**config.mk**
```make
export PLATFORM = sky130hd
export DESIGN_NAME = acr_config
export DESIGN_NICKNAME = d
export VERILOG_FILES = /design/src/acr_pkg.sv /design/src/acr_clock_div.sv /design/src/acr_config.sv
export SDC_FILE = /design/constraint.sdc
export NUM_CORES = 1
export LEC_CHECK = 0
export ABC_AREA = 1
export BUFFER_PORTS_ARGS = -buffer_cell sky130_fd_sc_hd__buf_2
export CORE_ASPECT_RATIO = 0.7
export CORE_UTILIZATION = 47
export DETAILED_ROUTE_END_ITERATION = 7
export GPL_TIMING_DRIVEN = 0
export PLACE_DENSITY = 0.68
export SYNTH_ARGS = -nofsm -noshare
export SYNTH_HDL_FRONTEND = slang
export SYNTH_SLANG_ARGS = --single-unit
```
**constraint.sdc**
```tcl
create_clock -name clock -period 3.2 [get_ports clock]
set_input_delay 0.48 -clock clock [delete_from_list [all_inputs] [get_ports clock]]
set_output_delay 0.48 -clock clock [all_outputs]
set_load 0.005 [all_outputs]
```
**src/acr_pkg.sv**
```systemverilog
// Constants shared by the converter configuration block.
// Assumes an 8-bit special-function-register bus with registers at the
// byte addresses given here.
package acr_pkg;

  // ************************************************************
  // register addresses
  // ************************************************************
  localparam logic [7:0] ACR_ADDR_CONFIG = 8'hBC;
  localparam logic [7:0] ACR_ADDR_RES_LOW = 8'hBD;
  localparam logic [7:0] ACR_ADDR_RES_HIGH = 8'hBE;

  // ************************************************************
  // converter_config fields and reset
  // ************************************************************
  localparam logic [7:0] ACR_CONFIG_RESET = 8'hF8;
  localparam int ACR_DIV_MSB = 7;
  localparam int ACR_DIV_LSB = 3;
  localparam int ACR_RPT_MSB = 2;
  localparam int ACR_RPT_LSB = 1;
  localparam int ACR_GAIN_BIT = 0;
  localparam int ACR_DIV_W = 5;

  // ************************************************************
  // repeat count encodings and conversion counts
  // ************************************************************
  localparam logic [1:0] ACR_RPT_1 = 2'h0;
  localparam logic [1:0] ACR_RPT_4 = 2'h1;
  localparam logic [1:0] ACR_RPT_8 = 2'h2;
  localparam logic [1:0] ACR_RPT_16 = 2'h3;
  localparam int ACR_CNT_W = 5;
  localparam logic [4:0] ACR_CNT_1 = 5'h01;
  localparam logic [4:0] ACR_CNT_4 = 5'h04;
  localparam logic [4:0] ACR_CNT_8 = 5'h08;
  localparam logic [4:0] ACR_CNT_16 = 5'h10;

  // ************************************************************
  // data widths and result formatting
  // ************************************************************
  localparam int ACR_SAMPLE_W = 12;
  localparam int ACR_ACC_W = 16;
  localparam int ACR_LJ_PAD = 4;

  // ************************************************************
  // clocks
  // ************************************************************
  localparam int ACR_SYS_CLOCK_HZ = 20_000_000;
  localparam int ACR_BURST_SRC_MAX_HZ = 30_000_000;

  // ************************************************************
  // sequencer states
  // ************************************************************
  typedef enum logic [1:0] {
    ACR_ST_IDLE = 2'b00,
    ACR_ST_CONVERT = 2'b01,
    ACR_ST_WAIT_TRIG = 2'b10
  } acr_state_t;

endpackage

```
**src/acr_clock_div.sv**
```systemverilog
// Converter clock divider: one enable pulse per (divider+1) source ticks.
// Assumes sourceTick is a one-cycle pulse synchronous to clock.
`timescale 1ns/1ns
`default_nettype none
module acr_clock_div
  import acr_pkg::*;
#(
  parameter int DIV_W = ACR_DIV_W
) (
  input wire logic clock,
  input wire logic rst_b,
  input wire logic sourceTick,
  input wire logic [DIV_W-1:0] divider,
  output logic converterClock
);

  logic [DIV_W-1:0] tickCount;
  logic [DIV_W-1:0] next_tickCount;
  wire logic wrapNow;

  // divider is read live, so a new value already sets the length of the period in progress
  assign wrapNow = sourceTick && (tickCount >= divider);
  assign next_tickCount = wrapNow ? '0 :
    (sourceTick ? DIV_W'(tickCount + 1'b1) : tickCount);

  always_ff @(posedge clock or negedge rst_b) begin
    if (!rst_b) begin
      tickCount <= '0;
      converterClock <= 1'b0;
    end else begin
      tickCount <= next_tickCount;
      converterClock <= wrapNow;
    end
  end

endmodule // acr_clock_div
`default_nettype wire

```
**src/acr_config.sv**
```systemverilog
// Converter configuration: clock divider, repeat accumulation, burst
// sequencing and indirect gain access over the register bus.
// Assumes the converter core pulses sampleDone with sampleData for each
// conversion it was asked to start, and that all inputs are synchronous.
//
// Summary of operation
// Divider in config bits 7:3; converter clock is source over divider+1.
// Each divider value gives a fixed integer division of the source.
// Software rounds the divider quotient up so the clock never runs fast.
// Burst off: divider source is the system clock.
// Burst on: divider source is a separate clock of at most 30 MHz.
// Repeat count in bits 2:1 sets conversions summed before events.
// Encoding 00 gives one, 01 four, 10 eight conversions.
// Outside burst, every conversion needs its own start trigger.
// In burst, one trigger runs the whole sequence self-timed.
// Both modes sum the sequence into the 16-bit result pair.
// Software keeps left justify off whenever repeat count is not 00.
// Config bit 0 enables gain-register programming mode.
// Encoding 11 gives sixteen conversions filling the high result byte.
// In gain mode high byte writes set address, low byte writes send data.
// Gain registers are write-only; reads never return gain values.
// Accumulator clears at first conversion; done only after the last.
// Window compare runs once on the accumulated result per sequence.
`timescale 1ns/1ns
`default_nettype none
module acr_config
  import acr_pkg::*;
#(
  parameter int SAMPLE_W = ACR_SAMPLE_W,
  parameter int ACC_W = ACR_ACC_W
) (
  input wire logic clock,
  input wire logic rst_b,
  // register bus
  input wire logic [7:0] sfrAddr,
  input wire logic [7:0] sfrWrData,
  input wire logic sfrWrite,
  input wire logic sfrRead,
  output logic [7:0] sfrRdData,
  // control bits held outside this block
  input wire logic burstModeEnable,
  input wire logic leftJustifySelect,
  input wire logic startTrigger,
  input wire logic burstSourceTick,
  input wire logic [ACC_W-1:0] windowLow,
  input wire logic [ACC_W-1:0] windowHigh,
  // converter core
  output logic converterClock,
  output logic sampleStart,
  input wire logic sampleDone,
  input wire logic [SAMPLE_W-1:0] sampleData,
  output logic gainAccessEnable,
  output logic gainWrite,
  output logic [7:0] gainAddr,
  output logic [7:0] gainData,
  // events
  output logic conversionDoneFlag,
  output logic windowCompareFlag,
  output logic sequenceBusy
);

  // ************************************************************
  // decoding helpers
  // ************************************************************
  function automatic logic [ACR_CNT_W-1:0] repeatTarget(
    input logic [1:0] code
  );
    logic [ACR_CNT_W-1:0] result;
    result = ACR_CNT_1;
    case (code)
      ACR_RPT_1: result = ACR_CNT_1;
      ACR_RPT_4: result = ACR_CNT_4;
      ACR_RPT_8: result = ACR_CNT_8;
      ACR_RPT_16: result = ACR_CNT_16;
      default: result = ACR_CNT_1;
    endcase
    return result;
  endfunction

  function automatic logic hitAddr(
    input logic [7:0] addr,
    input logic [7:0] target
  );
    return addr == target;
  endfunction

  // ************************************************************
  // configuration register
  // ************************************************************
  logic [7:0] converterConfig;
  wire logic [ACR_DIV_W-1:0] sarClockDivider;
  wire logic [1:0] repeatCountField;
  wire logic gainEnableBit;
  wire logic wrConfig;
  wire logic wrResHigh;
  wire logic wrResLow;

  assign sarClockDivider = converterConfig[ACR_DIV_MSB:ACR_DIV_LSB];
  assign repeatCountField = converterConfig[ACR_RPT_MSB:ACR_RPT_LSB];
  assign gainEnableBit = converterConfig[ACR_GAIN_BIT];
  assign wrConfig = sfrWrite && hitAddr(sfrAddr, ACR_ADDR_CONFIG);
  assign wrResHigh = sfrWrite && hitAddr(sfrAddr, ACR_ADDR_RES_HIGH);
  assign wrResLow = sfrWrite && hitAddr(sfrAddr, ACR_ADDR_RES_LOW);

  always_ff @(posedge clock or negedge rst_b) begin
    if (!rst_b) begin
      converterConfig <= ACR_CONFIG_RESET;
      gainAccessEnable <= 1'b0;
    end else begin
      if (wrConfig) begin
        converterConfig <= sfrWrData;
      end
      // follows the stored bit in the same cycle it is written, still from a flop
      gainAccessEnable <= wrConfig ? sfrWrData[ACR_GAIN_BIT] :
        gainEnableBit;
    end
  end

  // ************************************************************
  // converter clock
  // ************************************************************
  wire logic dividerSourceTick;

  // without burst every system clock edge is a source tick
  assign dividerSourceTick = burstModeEnable ? burstSourceTick :
    1'b1;

  acr_clock_div #(
    .DIV_W(ACR_DIV_W)
  ) u_clock_div (
    .clock(clock),
    .rst_b(rst_b),
    .sourceTick(dividerSourceTick),
    .divider(sarClockDivider),
    .converterClock(converterClock)
  );

  // ************************************************************
  // repeat sequencer
  // ************************************************************
  acr_state_t state;
  acr_state_t next_state;
  logic [ACR_CNT_W-1:0] doneCount;
  logic [ACR_CNT_W-1:0] target;
  logic [ACC_W-1:0] accum;
  logic [ACC_W-1:0] resultWord;
  wire logic [ACC_W-1:0] sumNow;
  wire logic lastSample;
  wire logic seqStart;
  wire logic finishNow;
  wire logic inWindow;
  wire logic issueStart;

  assign sumNow = ACC_W'(accum + ACC_W'(sampleData));
  assign lastSample = (ACR_CNT_W'(doneCount + 1'b1) >= target);
  assign seqStart = (state == ACR_ST_IDLE) && startTrigger;
  assign finishNow = (state == ACR_ST_CONVERT) && sampleDone
    && lastSample;
  assign inWindow = (sumNow >= windowLow) && (sumNow <= windowHigh);
  // next conversion: own timing in burst, a fresh trigger otherwise
  assign issueStart = seqStart
    || ((state == ACR_ST_CONVERT) && sampleDone && !lastSample
        && burstModeEnable)
    || ((state == ACR_ST_WAIT_TRIG) && startTrigger);

  always_comb begin
    next_state = state;
    case (state)
      ACR_ST_IDLE: begin
        if (startTrigger) begin
          next_state = ACR_ST_CONVERT;
        end
      end
      ACR_ST_CONVERT: begin
        if (sampleDone) begin
          if (lastSample) begin
            next_state = ACR_ST_IDLE;
          end else if (!burstModeEnable) begin
            next_state = ACR_ST_WAIT_TRIG;
          end
        end
      end
      ACR_ST_WAIT_TRIG: begin
        if (startTrigger) begin
          next_state = ACR_ST_CONVERT;
        end
      end
      default: next_state = ACR_ST_IDLE;
    endcase
  end

  always_ff @(posedge clock or negedge rst_b) begin
    if (!rst_b) begin
      state <= ACR_ST_IDLE;
    end else begin
      state <= next_state;
    end
  end

  // repeat length is latched per sequence so a mid-sequence write
  // cannot strand the count past its target
  always_ff @(posedge clock or negedge rst_b) begin
    if (!rst_b) begin
      doneCount <= '0;
      target <= ACR_CNT_1;
      accum <= '0;
    end else if (seqStart) begin
      doneCount <= '0;
      target <= repeatTarget(repeatCountField);
      accum <= '0;
    end else if ((state == ACR_ST_CONVERT) && sampleDone) begin
      doneCount <= ACR_CNT_W'(doneCount + 1'b1);
      accum <= sumNow;
    end
  end

  always_ff @(posedge clock or negedge rst_b) begin
    if (!rst_b) begin
      sampleStart <= 1'b0;
      conversionDoneFlag <= 1'b0;
      windowCompareFlag <= 1'b0;
      sequenceBusy <= 1'b0;
    end else begin
      sampleStart <= issueStart;
      conversionDoneFlag <= finishNow;
      windowCompareFlag <= finishNow && inWindow;
      sequenceBusy <= (next_state != ACR_ST_IDLE);
    end
  end

  // ************************************************************
  // result pair and indirect gain access
  // ************************************************************
  wire logic gainAddrWrite;
  wire logic gainDataWrite;

  assign gainAddrWrite = wrResHigh && gainEnableBit;
  assign gainDataWrite = wrResLow && gainEnableBit;

  always_ff @(posedge clock or negedge rst_b) begin
    if (!rst_b) begin
      resultWord <= '0;
    end else if (finishNow) begin
      resultWord <= sumNow;
    end else if (wrResHigh && !gainEnableBit) begin
      resultWord[ACC_W-1:8] <= sfrWrData;
    end else if (wrResLow && !gainEnableBit) begin
      resultWord[7:0] <= sfrWrData;
    end
  end

  always_ff @(posedge clock or negedge rst_b) begin
    if (!rst_b) begin
      gainAddr <= '0;
      gainData <= '0;
      gainWrite <= 1'b0;
    end else begin
      if (gainAddrWrite) begin
        gainAddr <= sfrWrData;
      end
      if (gainDataWrite) begin
        gainData <= sfrWrData;
      end
      gainWrite <= gainDataWrite;
    end
  end

  // ************************************************************
  // read path
  // ************************************************************
  wire logic useLeftJustify;
  wire logic [ACC_W-1:0] leftWord;
  wire logic [7:0] readHigh;
  wire logic [7:0] readLow;
  logic [7:0] next_sfrRdData;

  // left justify only makes sense for a single 12-bit sample
  assign useLeftJustify = leftJustifySelect
    && (repeatCountField == ACR_RPT_1);
  assign leftWord = {resultWord[SAMPLE_W-1:0], {ACR_LJ_PAD{1'b0}}};
  // gain registers are never read back; result bytes show instead
  assign readHigh = useLeftJustify ? leftWord[ACC_W-1:8] :
    resultWord[ACC_W-1:8];
  assign readLow = useLeftJustify ? leftWord[7:0] :
    resultWord[7:0];

  always_comb begin
    next_sfrRdData = sfrRdData;
    if (sfrRead) begin
      if (hitAddr(sfrAddr, ACR_ADDR_CONFIG)) begin
        next_sfrRdData = converterConfig;
      end else if (hitAddr(sfrAddr, ACR_ADDR_RES_HIGH)) begin
        next_sfrRdData = readHigh;
      end else if (hitAddr(sfrAddr, ACR_ADDR_RES_LOW)) begin
        next_sfrRdData = readLow;
      end else begin
        next_sfrRdData = '0;
      end
    end
  end

  always_ff @(posedge clock or negedge rst_b) begin
    if (!rst_b) begin
      sfrRdData <= '0;
    end else begin
      sfrRdData <= next_sfrRdData;
    end
  end

endmodule // acr_config
`default_nettype wire

```
== Yosys cells after proc, flatten, opt, wreduce, memory -nomap -nowiden ==
Index checks and enable logic that the tools add are counted.
Operators by class
  $add $sub $neg: 3
  multipliers: 0
  divide/modulo/power cells: 0
  order comparisons: 4
  equal/unequal tests: 9
  shift operators: 0
  multiplexer cells: 23
  bitwise operators: 0
  reduce and logical (&&, ||, !) cells: 30
Operators with widths (number)
  $mux 8: 8
  $mux 16: 3
  $eq 8x8->1 const B: 3
  $mux 5: 4
  $pmux 5 s4: 1
  $logic_and 1x1->1: 17
  $add 16x12->16: 1
  $ge 16x16->1: 1
  $le 16x16->1: 1
  $add 5x1->5 const B: 2
  $ge 5x5->1: 2
  $reduce_bool 2->1: 5
  $mux 2: 4
  $eq 2x2->1 const B: 3
  $eq 2x1->1 const B: 2
  $logic_not 2->1: 2
  $pmux 2 s2: 1
  $logic_not 1->1: 2
  $logic_or 1x1->1: 2
  $mux 1: 2
  $ne 2x2->1 const B: 1
  $reduce_and 2->1: 1
  $reduce_or 2->1: 1
Word-level totals
  register bits: 88
  bits in latches: 0
  RAM bits: 0
  memory bits (read-only): 0
  output and inout port bits: 31
  logic and storage cells: 87
  memories: 0

== Longest topological paths before layout ==
  depth in word-level cells: 7
  gate-level depth with buffers: 19

== Hierarchy ==
Synthesis repeated with hierarchy kept, for this count alone.
Unflattened totals
  cells, all modules: 814
  area, all modules: 6089.6 um^2
Modules (own cells, without submodules)
  acr_config: times used 1, cells each 759, area each 5646.7 um^2, sequential area each 2034.5 um^2
  acr_clock_div: times used 1, cells each 55, area each 442.9 um^2, sequential area each 150.1 um^2

== Least setup slack after synthesis ==
Ideal clock, no wire load.
  path kind: input to register
  start point: in sampleData[0]
  end point: reg windowCompareFlag
  data arrival time: 2.642 ns
  setup slack: 0.486 ns
  stages: 16
  cell sequence: ha_1 fa_1 nand3_1 nand3_1 nand2_1 nand2_1 nand2_1 nand3b_1 and2_1 ha_1 nand2_1 nor3_1 nand3_1 nand3_1 nand2_1 nor2_1
Between the ends
  cells in the longest elaborated chain, start to end: 4
  elaborated cells between the ends (all ways): 5
  classes of those cells: add/sub: 1; order compare: 2; reduce/logical: 2
Ends and longest elaborated chain
  start, declared: RTL line acr_config.sv:51  | input wire logic [SAMPLE_W-1:0] sampleData,
  $add 16x12->16 *: RTL line acr_config.sv:154  | assign sumNow = ACC_W'(accum + ACC_W'(sampleData));
  $ge 16x16->1 or $le 16x16->1 (tied branches): RTL line acr_config.sv:159  | assign inWindow = (sumNow >= windowLow) && (sumNow <= windowHigh);
  $logic_and 1x1->1 *: RTL line acr_config.sv:159
  $logic_and 1x1->1 *: RTL line acr_config.sv:226  | windowCompareFlag <= finishNow && inWindow;
  end signal, assigned: RTL line acr_config.sv:226
  end, declared: RTL line acr_config.sv:58  | output logic windowCompareFlag,
Mark *: on every way between the ends. The rest lies on a longest branch, timed or not.
A chain may end at the register's enable or synchronous reset.

== Worst setup path in the final report ==
  start point: reg accum[0]
  end point: reg windowCompareFlag
Between the ends
  cells in the longest elaborated chain, start to end: 4
  elaborated cells between the ends (all ways): 5
  classes of those cells: add/sub: 1; order compare: 2; reduce/logical: 2
Ends and longest elaborated chain
  start, declared: RTL line acr_config.sv:145  | logic [ACC_W-1:0] accum;
  start signal, assigned: RTL line acr_config.sv:213  | accum <= sumNow;
  $add 16x12->16 *: RTL line acr_config.sv:154
  $ge 16x16->1 or $le 16x16->1 (tied branches): RTL line acr_config.sv:159
  $logic_and 1x1->1 *: RTL line acr_config.sv:159
  $logic_and 1x1->1 *: RTL line acr_config.sv:226
Marked as above.

==> insert_results.sql <==
INSERT INTO impl_metrics (metric_group, metric, value, unit) VALUES
('outcome', 'run_status', 'complete, no violations', ''),
('yosys', 'synth_cells', '815', ''),
('final_layout', 'postLayoutCellArea', '7070', 'sq um'),
('worst_setup_path', 'path_common_cell', 'sky130_fd_sc_hd__nand2_1', ''),
('sta', 'timing.fmax', '327', 'MHz'),
('die', 'core-area', '12500', 'sq um'),
('worst_setup_path', 'crit_chain', 'ha_1, fa_2, nand3_1, nand3_2, nand2_1, nand2_1, nand2_1, nand3b_1, and2_1, ha_1, nand2_1, o21ai_0, a21oi_1, nand3_1, nand2_1, nor2_1', ''),
('route', 'wl_per_cell', '14.1', 'um'),
('power_and_ir_drop', 'vdd_ir_drop_max', '0.000381', 'V'),
('sta', 'finalCritPeriodShare', '95.6', '%'),
('final_layout', 'most-common-layout-cells', '267 x sky130_fd_sc_hd__nand2_1, 122 x sky130_fd_sc_hd__inv_1, 104 x sky130_fd_sc_hd__buf_2', ''),
('sta', 'finalClockSkew', '0.0112', 'ns'),
('sta', 'drv_slew', '0', ''),
('clocking', 'cts_setup_buffers', '0', ''),
('yosys', 'seq_area_frac_synth', '36.2', '%'),
('sta', 'grt_setup_unrepaired', 'no', ''),
('route', 'first_pass_iters', '5', ''),
('power_and_ir_drop', 'total_leakage_power', '3.98', 'nW'),
('sta', 'setup-violations-final', '0', ''),
('placed_design', 'placement.io_buffers', '98', ''),
('route', 'via_count', '5499', ''),
('sta', 'max_slew_margin', '57.2', '%'),
('die', 'rows', '34', ''),
('clocking', 'cts.sinks', '87', ''),
('final_layout', 'layout-drive-gt1-share', '18.9', '%'),
('global_routing', 'vias_in_the_first_global_route', '4936', ''),
('route', 'route.antenna.remaining_nets', '0', ''),
('yosys', 'mappedNetlistArea', '6040', 'sq um'),
('route', 'via_per_instance_ratio', '5.04', ''),
('worst_setup_path', 'critPathRequiredTime', '3.42', 'ns'),
('yosys', 'yosys.cell_types.count', '40', ''),
('clocking', 'number_of_buffers_added_by_the_clock_tree_synthesis_step', '9', ''),
('yosys', 'synth-seq-cells', '87', ''),
('worst_setup_path', 'worst_endpoint_data_arrival_time', '3.28', 'ns'),
('route', 'route.detailed.drc', '0', ''),
('die', 'initial_core_util', '48.4', '%'),
('global_routing', 'global_route.overflow_total', '0', ''),
('placed_design', 'post-dp-hpwl', '12100', 'um'),
('die', 'die_height', '96.8', 'um'),
('global_routing', 'maximum_number_of_pins_on_one_net_before_global_route_repair', '58', ''),
('yosys', 'synth_nets', '940', ''),
('power_and_ir_drop', 'pwr_cell_area', '702', 'nW/um^2'),
('min_path', 'min-delay-path-class', 'in -> async', ''),
('route', 'routed_wl', '15400', 'um'),
('placed_design', 'place_inst', '1076', ''),
('sta', 'setup_tns', '0', 'ns'),
('worst_setup_path', 'critical_path.slowest_cell', 'sky130_fd_sc_hd__fa_2', ''),
('clocking', 'root_buffer_master', 'sky130_fd_sc_hd__clkbuf_16', ''),
('job', 'max-cap-violations', '0', ''),
('sta', 'finalHoldViolations', '0', ''),
('global_routing', 'antenna_found_initial', '0', ''),
('final_layout', 'finish.cell_count_without_fillers', '1092', ''),
('worst_setup_path', 'cp_top_family', 'simple AND/OR/NAND/NOR gates', ''),
('global_routing', 'groute.usage.overall', '24.4', '%'),
('worst_setup_path', 'cp-start-kind', 'flop', ''),
('sta', 'period_needed', '3.06', 'ns'),
('yosys', 'yosys_warnings', '0', ''),
('global_routing', 'grt_first_pass_wirelength', '25000', 'um'),
('route', 'detail_route.iter0.violations', '454', ''),
('die', 'design.portCount', '100', ''),
('worst_setup_path', 'critPathBufInv', '0', ''),
('die', 'fp.dieW', '137', 'um'),
('worst_setup_path', 'worst-path-max-fanout', '4', ''),
('final_layout', 'syn2layout_area_growth', '17.1', '%'),
('clocking', 'cts_tree', 'yes', ''),
('sta', 'timing_worst_slew_pin_value', '0.640', 'ns'),
('worst_setup_path', 'cp-end-kind', 'flop', ''),
('final_layout', 'n_antenna_cell', '0', ''),
('final_layout', 'layout.cells.most_common', 'sky130_fd_sc_hd__nand2_1', ''),
('die', 'design.die.area', '13300', 'sq um'),
('clocking', 'cts.reportedPaths.clkPinSlew', '0.07', 'ns'),
('worst_setup_path', 'critPathKind', 'reg -> reg', ''),
('clocking', 'clock_insertion_delay_at_the_later_pin_of_the_skew_report', '0.35', 'ns'),
('clocking', 'cts_htree_levels', '3', ''),
('worst_setup_path', 'critPathMaxStageDelay', '0.40', 'ns'),
('yosys', 'syn_avg_cell_area', '7.41', 'sq um'),
('clocking', 'cts_max_path_buffers', '2', ''),
('placed_design', 'finalWeightedCongestion', '0.932', ''),
('final_layout', 'fillers', '1256', ''),
('final_layout', 'finalNetCount', '1050', ''),
('placed_design', 'detailed_place.area', '6760', 'sq um');
## metrics by stage
| stage | setup WS (ns) | utilization (%) | hold slack (ns) | power [W] |
|---|---|---|---|---|
| after floorplan | 0.486 | - | 0.184 | 0.00322 |
| after global placement | -0.252 | 54.0 | 0.459 | 0.00384 |
| after detailed placement | -0.251 | 54.2 | 0.451 | 0.00389 |
| after CTS | 0.0242 | 56.6 | 0.0867 | 0.00495 |
| after global routing | 0.0211 | 56.7 | 0.103 | 0.00540 |
| final | 0.142 | 56.7 | 0.0794 | 0.00496 |
## worst reg2reg max path, delay by kind of cell, from the launching register on
kind	cells	cell delay, ns
adders and majority gates	3	0.94
AOI/OAI and AO/OA	2	0.34
DFF	1	0.39
and+or+nand+nor	11	1.29
## routing by layer
metal / track usage (%) / up-vias / part of all wire [%]
met5: 0 / - / 0
met4: 3.55 / 0 / 0.37
met3: 4.09 / 6 / 6.0
met2: 32.2 / 145 / 39
met1: 41.1 / 2509 / 55
li1: - / 2839 / -
## final cells by class
cell class | instances | area, sq um | share of cell area, %
well taps | 162 | 203 | 2.87
repair buffers | 99 | 520 | 7.37
multi-input cells | 586 | 3290 | 46.6
plain buffers | 15 | 96.3 | 1.36
flip-flops and latches | 87 | 2180 | 30.9
clock buffers | 9 | 225 | 3.19
clock inverters | 7 | 63.8 | 0.903
inverters | 127 | 482 | 6.82
## repair_timing
item                                   in CTS  in global routing
hold buffers                                0                  0
resized for setup                           1                  3
setup endpoints to repair                   1                  1
endpoints found under the hold margin       0                  0
cloned                                      0                  0
## kinds of logic after synthesis
family	count (synthesis)	synth area share (%)
AOI/OAI and AO/OA	81	8.56
xor gates and xnor gates	10	1.45
adders and majority gates	56	11.7
buffers and inverters	142	9.57
DFF	87	36.2
and+or+nand+nor	439	32.5
## worst paths after layout
| kind | start | end | slack, ns | depth (start not counted) |
|---|---|---|---|---|
| max in group asynchronous | rst_b | target[0] | 2.44 | 2 |
| min in group clock | burstModeEnable | sampleStart | 0.38 | 3 |
| worst min register to register | sfrRdData[0] | sfrRdData[0] | 0.47 | 2 |
| worst min-delay path | rst_b | u_clock_div.converterClock | 0.08 | 1 |
| worst max register to register | accum[0] | windowCompareFlag | 0.14 | 16 |
| worst max-delay path | accum[0] | windowCompareFlag | 0.14 | 16 |
## synthesized netlist by cell type, drive strengths merged
master / n / share of area, %
nand2: 271 / 17
ha: 55 / 11
o21ai: 42 / 4.5
a21oi: 22 / 1.8
nor3b: 1 / 0.12
o211ai: 7 / 0.87
nor4: 1 / 0.10
nand4: 12 / 1.2
o31ai: 1 / 0.12
xnor2: 1 / 0.15
a22o: 7 / 1.0
nor3: 5 / 0.50
fa: 1 / 0.33
nor2: 37 / 3.3
buf: 12 / 1.4
dfstp: 6 / 2.6
and2: 12 / 1.2
a21o: 1 / 0.12
nand3: 96 / 8.4
xor2: 9 / 1.3
dfrtp: 81 / 34
clkbuf: 3 / 0.21
o21a: 1 / 0.12
nand3b: 4 / 0.50
inv: 127 / 8.0
## sequential cells by signal, indices dropped and copies added, names as in the netlist, 2 cells and up
register               count
u_clock_div.tickCount      5
accum                     16
converterConfig            8
doneCount                  5
resultWord                16
state                      2
gainData                   8
target                     4
sfrRdData                  8
gainAddr                   8
## where the power goes
group	internal, W	switching (W)	leakage, nW
Clock	0.000543	0.000491	0.136
Sequential	0.00133	0.000176	1.15
Combinational	0.000877	0.00154	2.69
No activity file was read; power rests on OpenSTA's default activity.
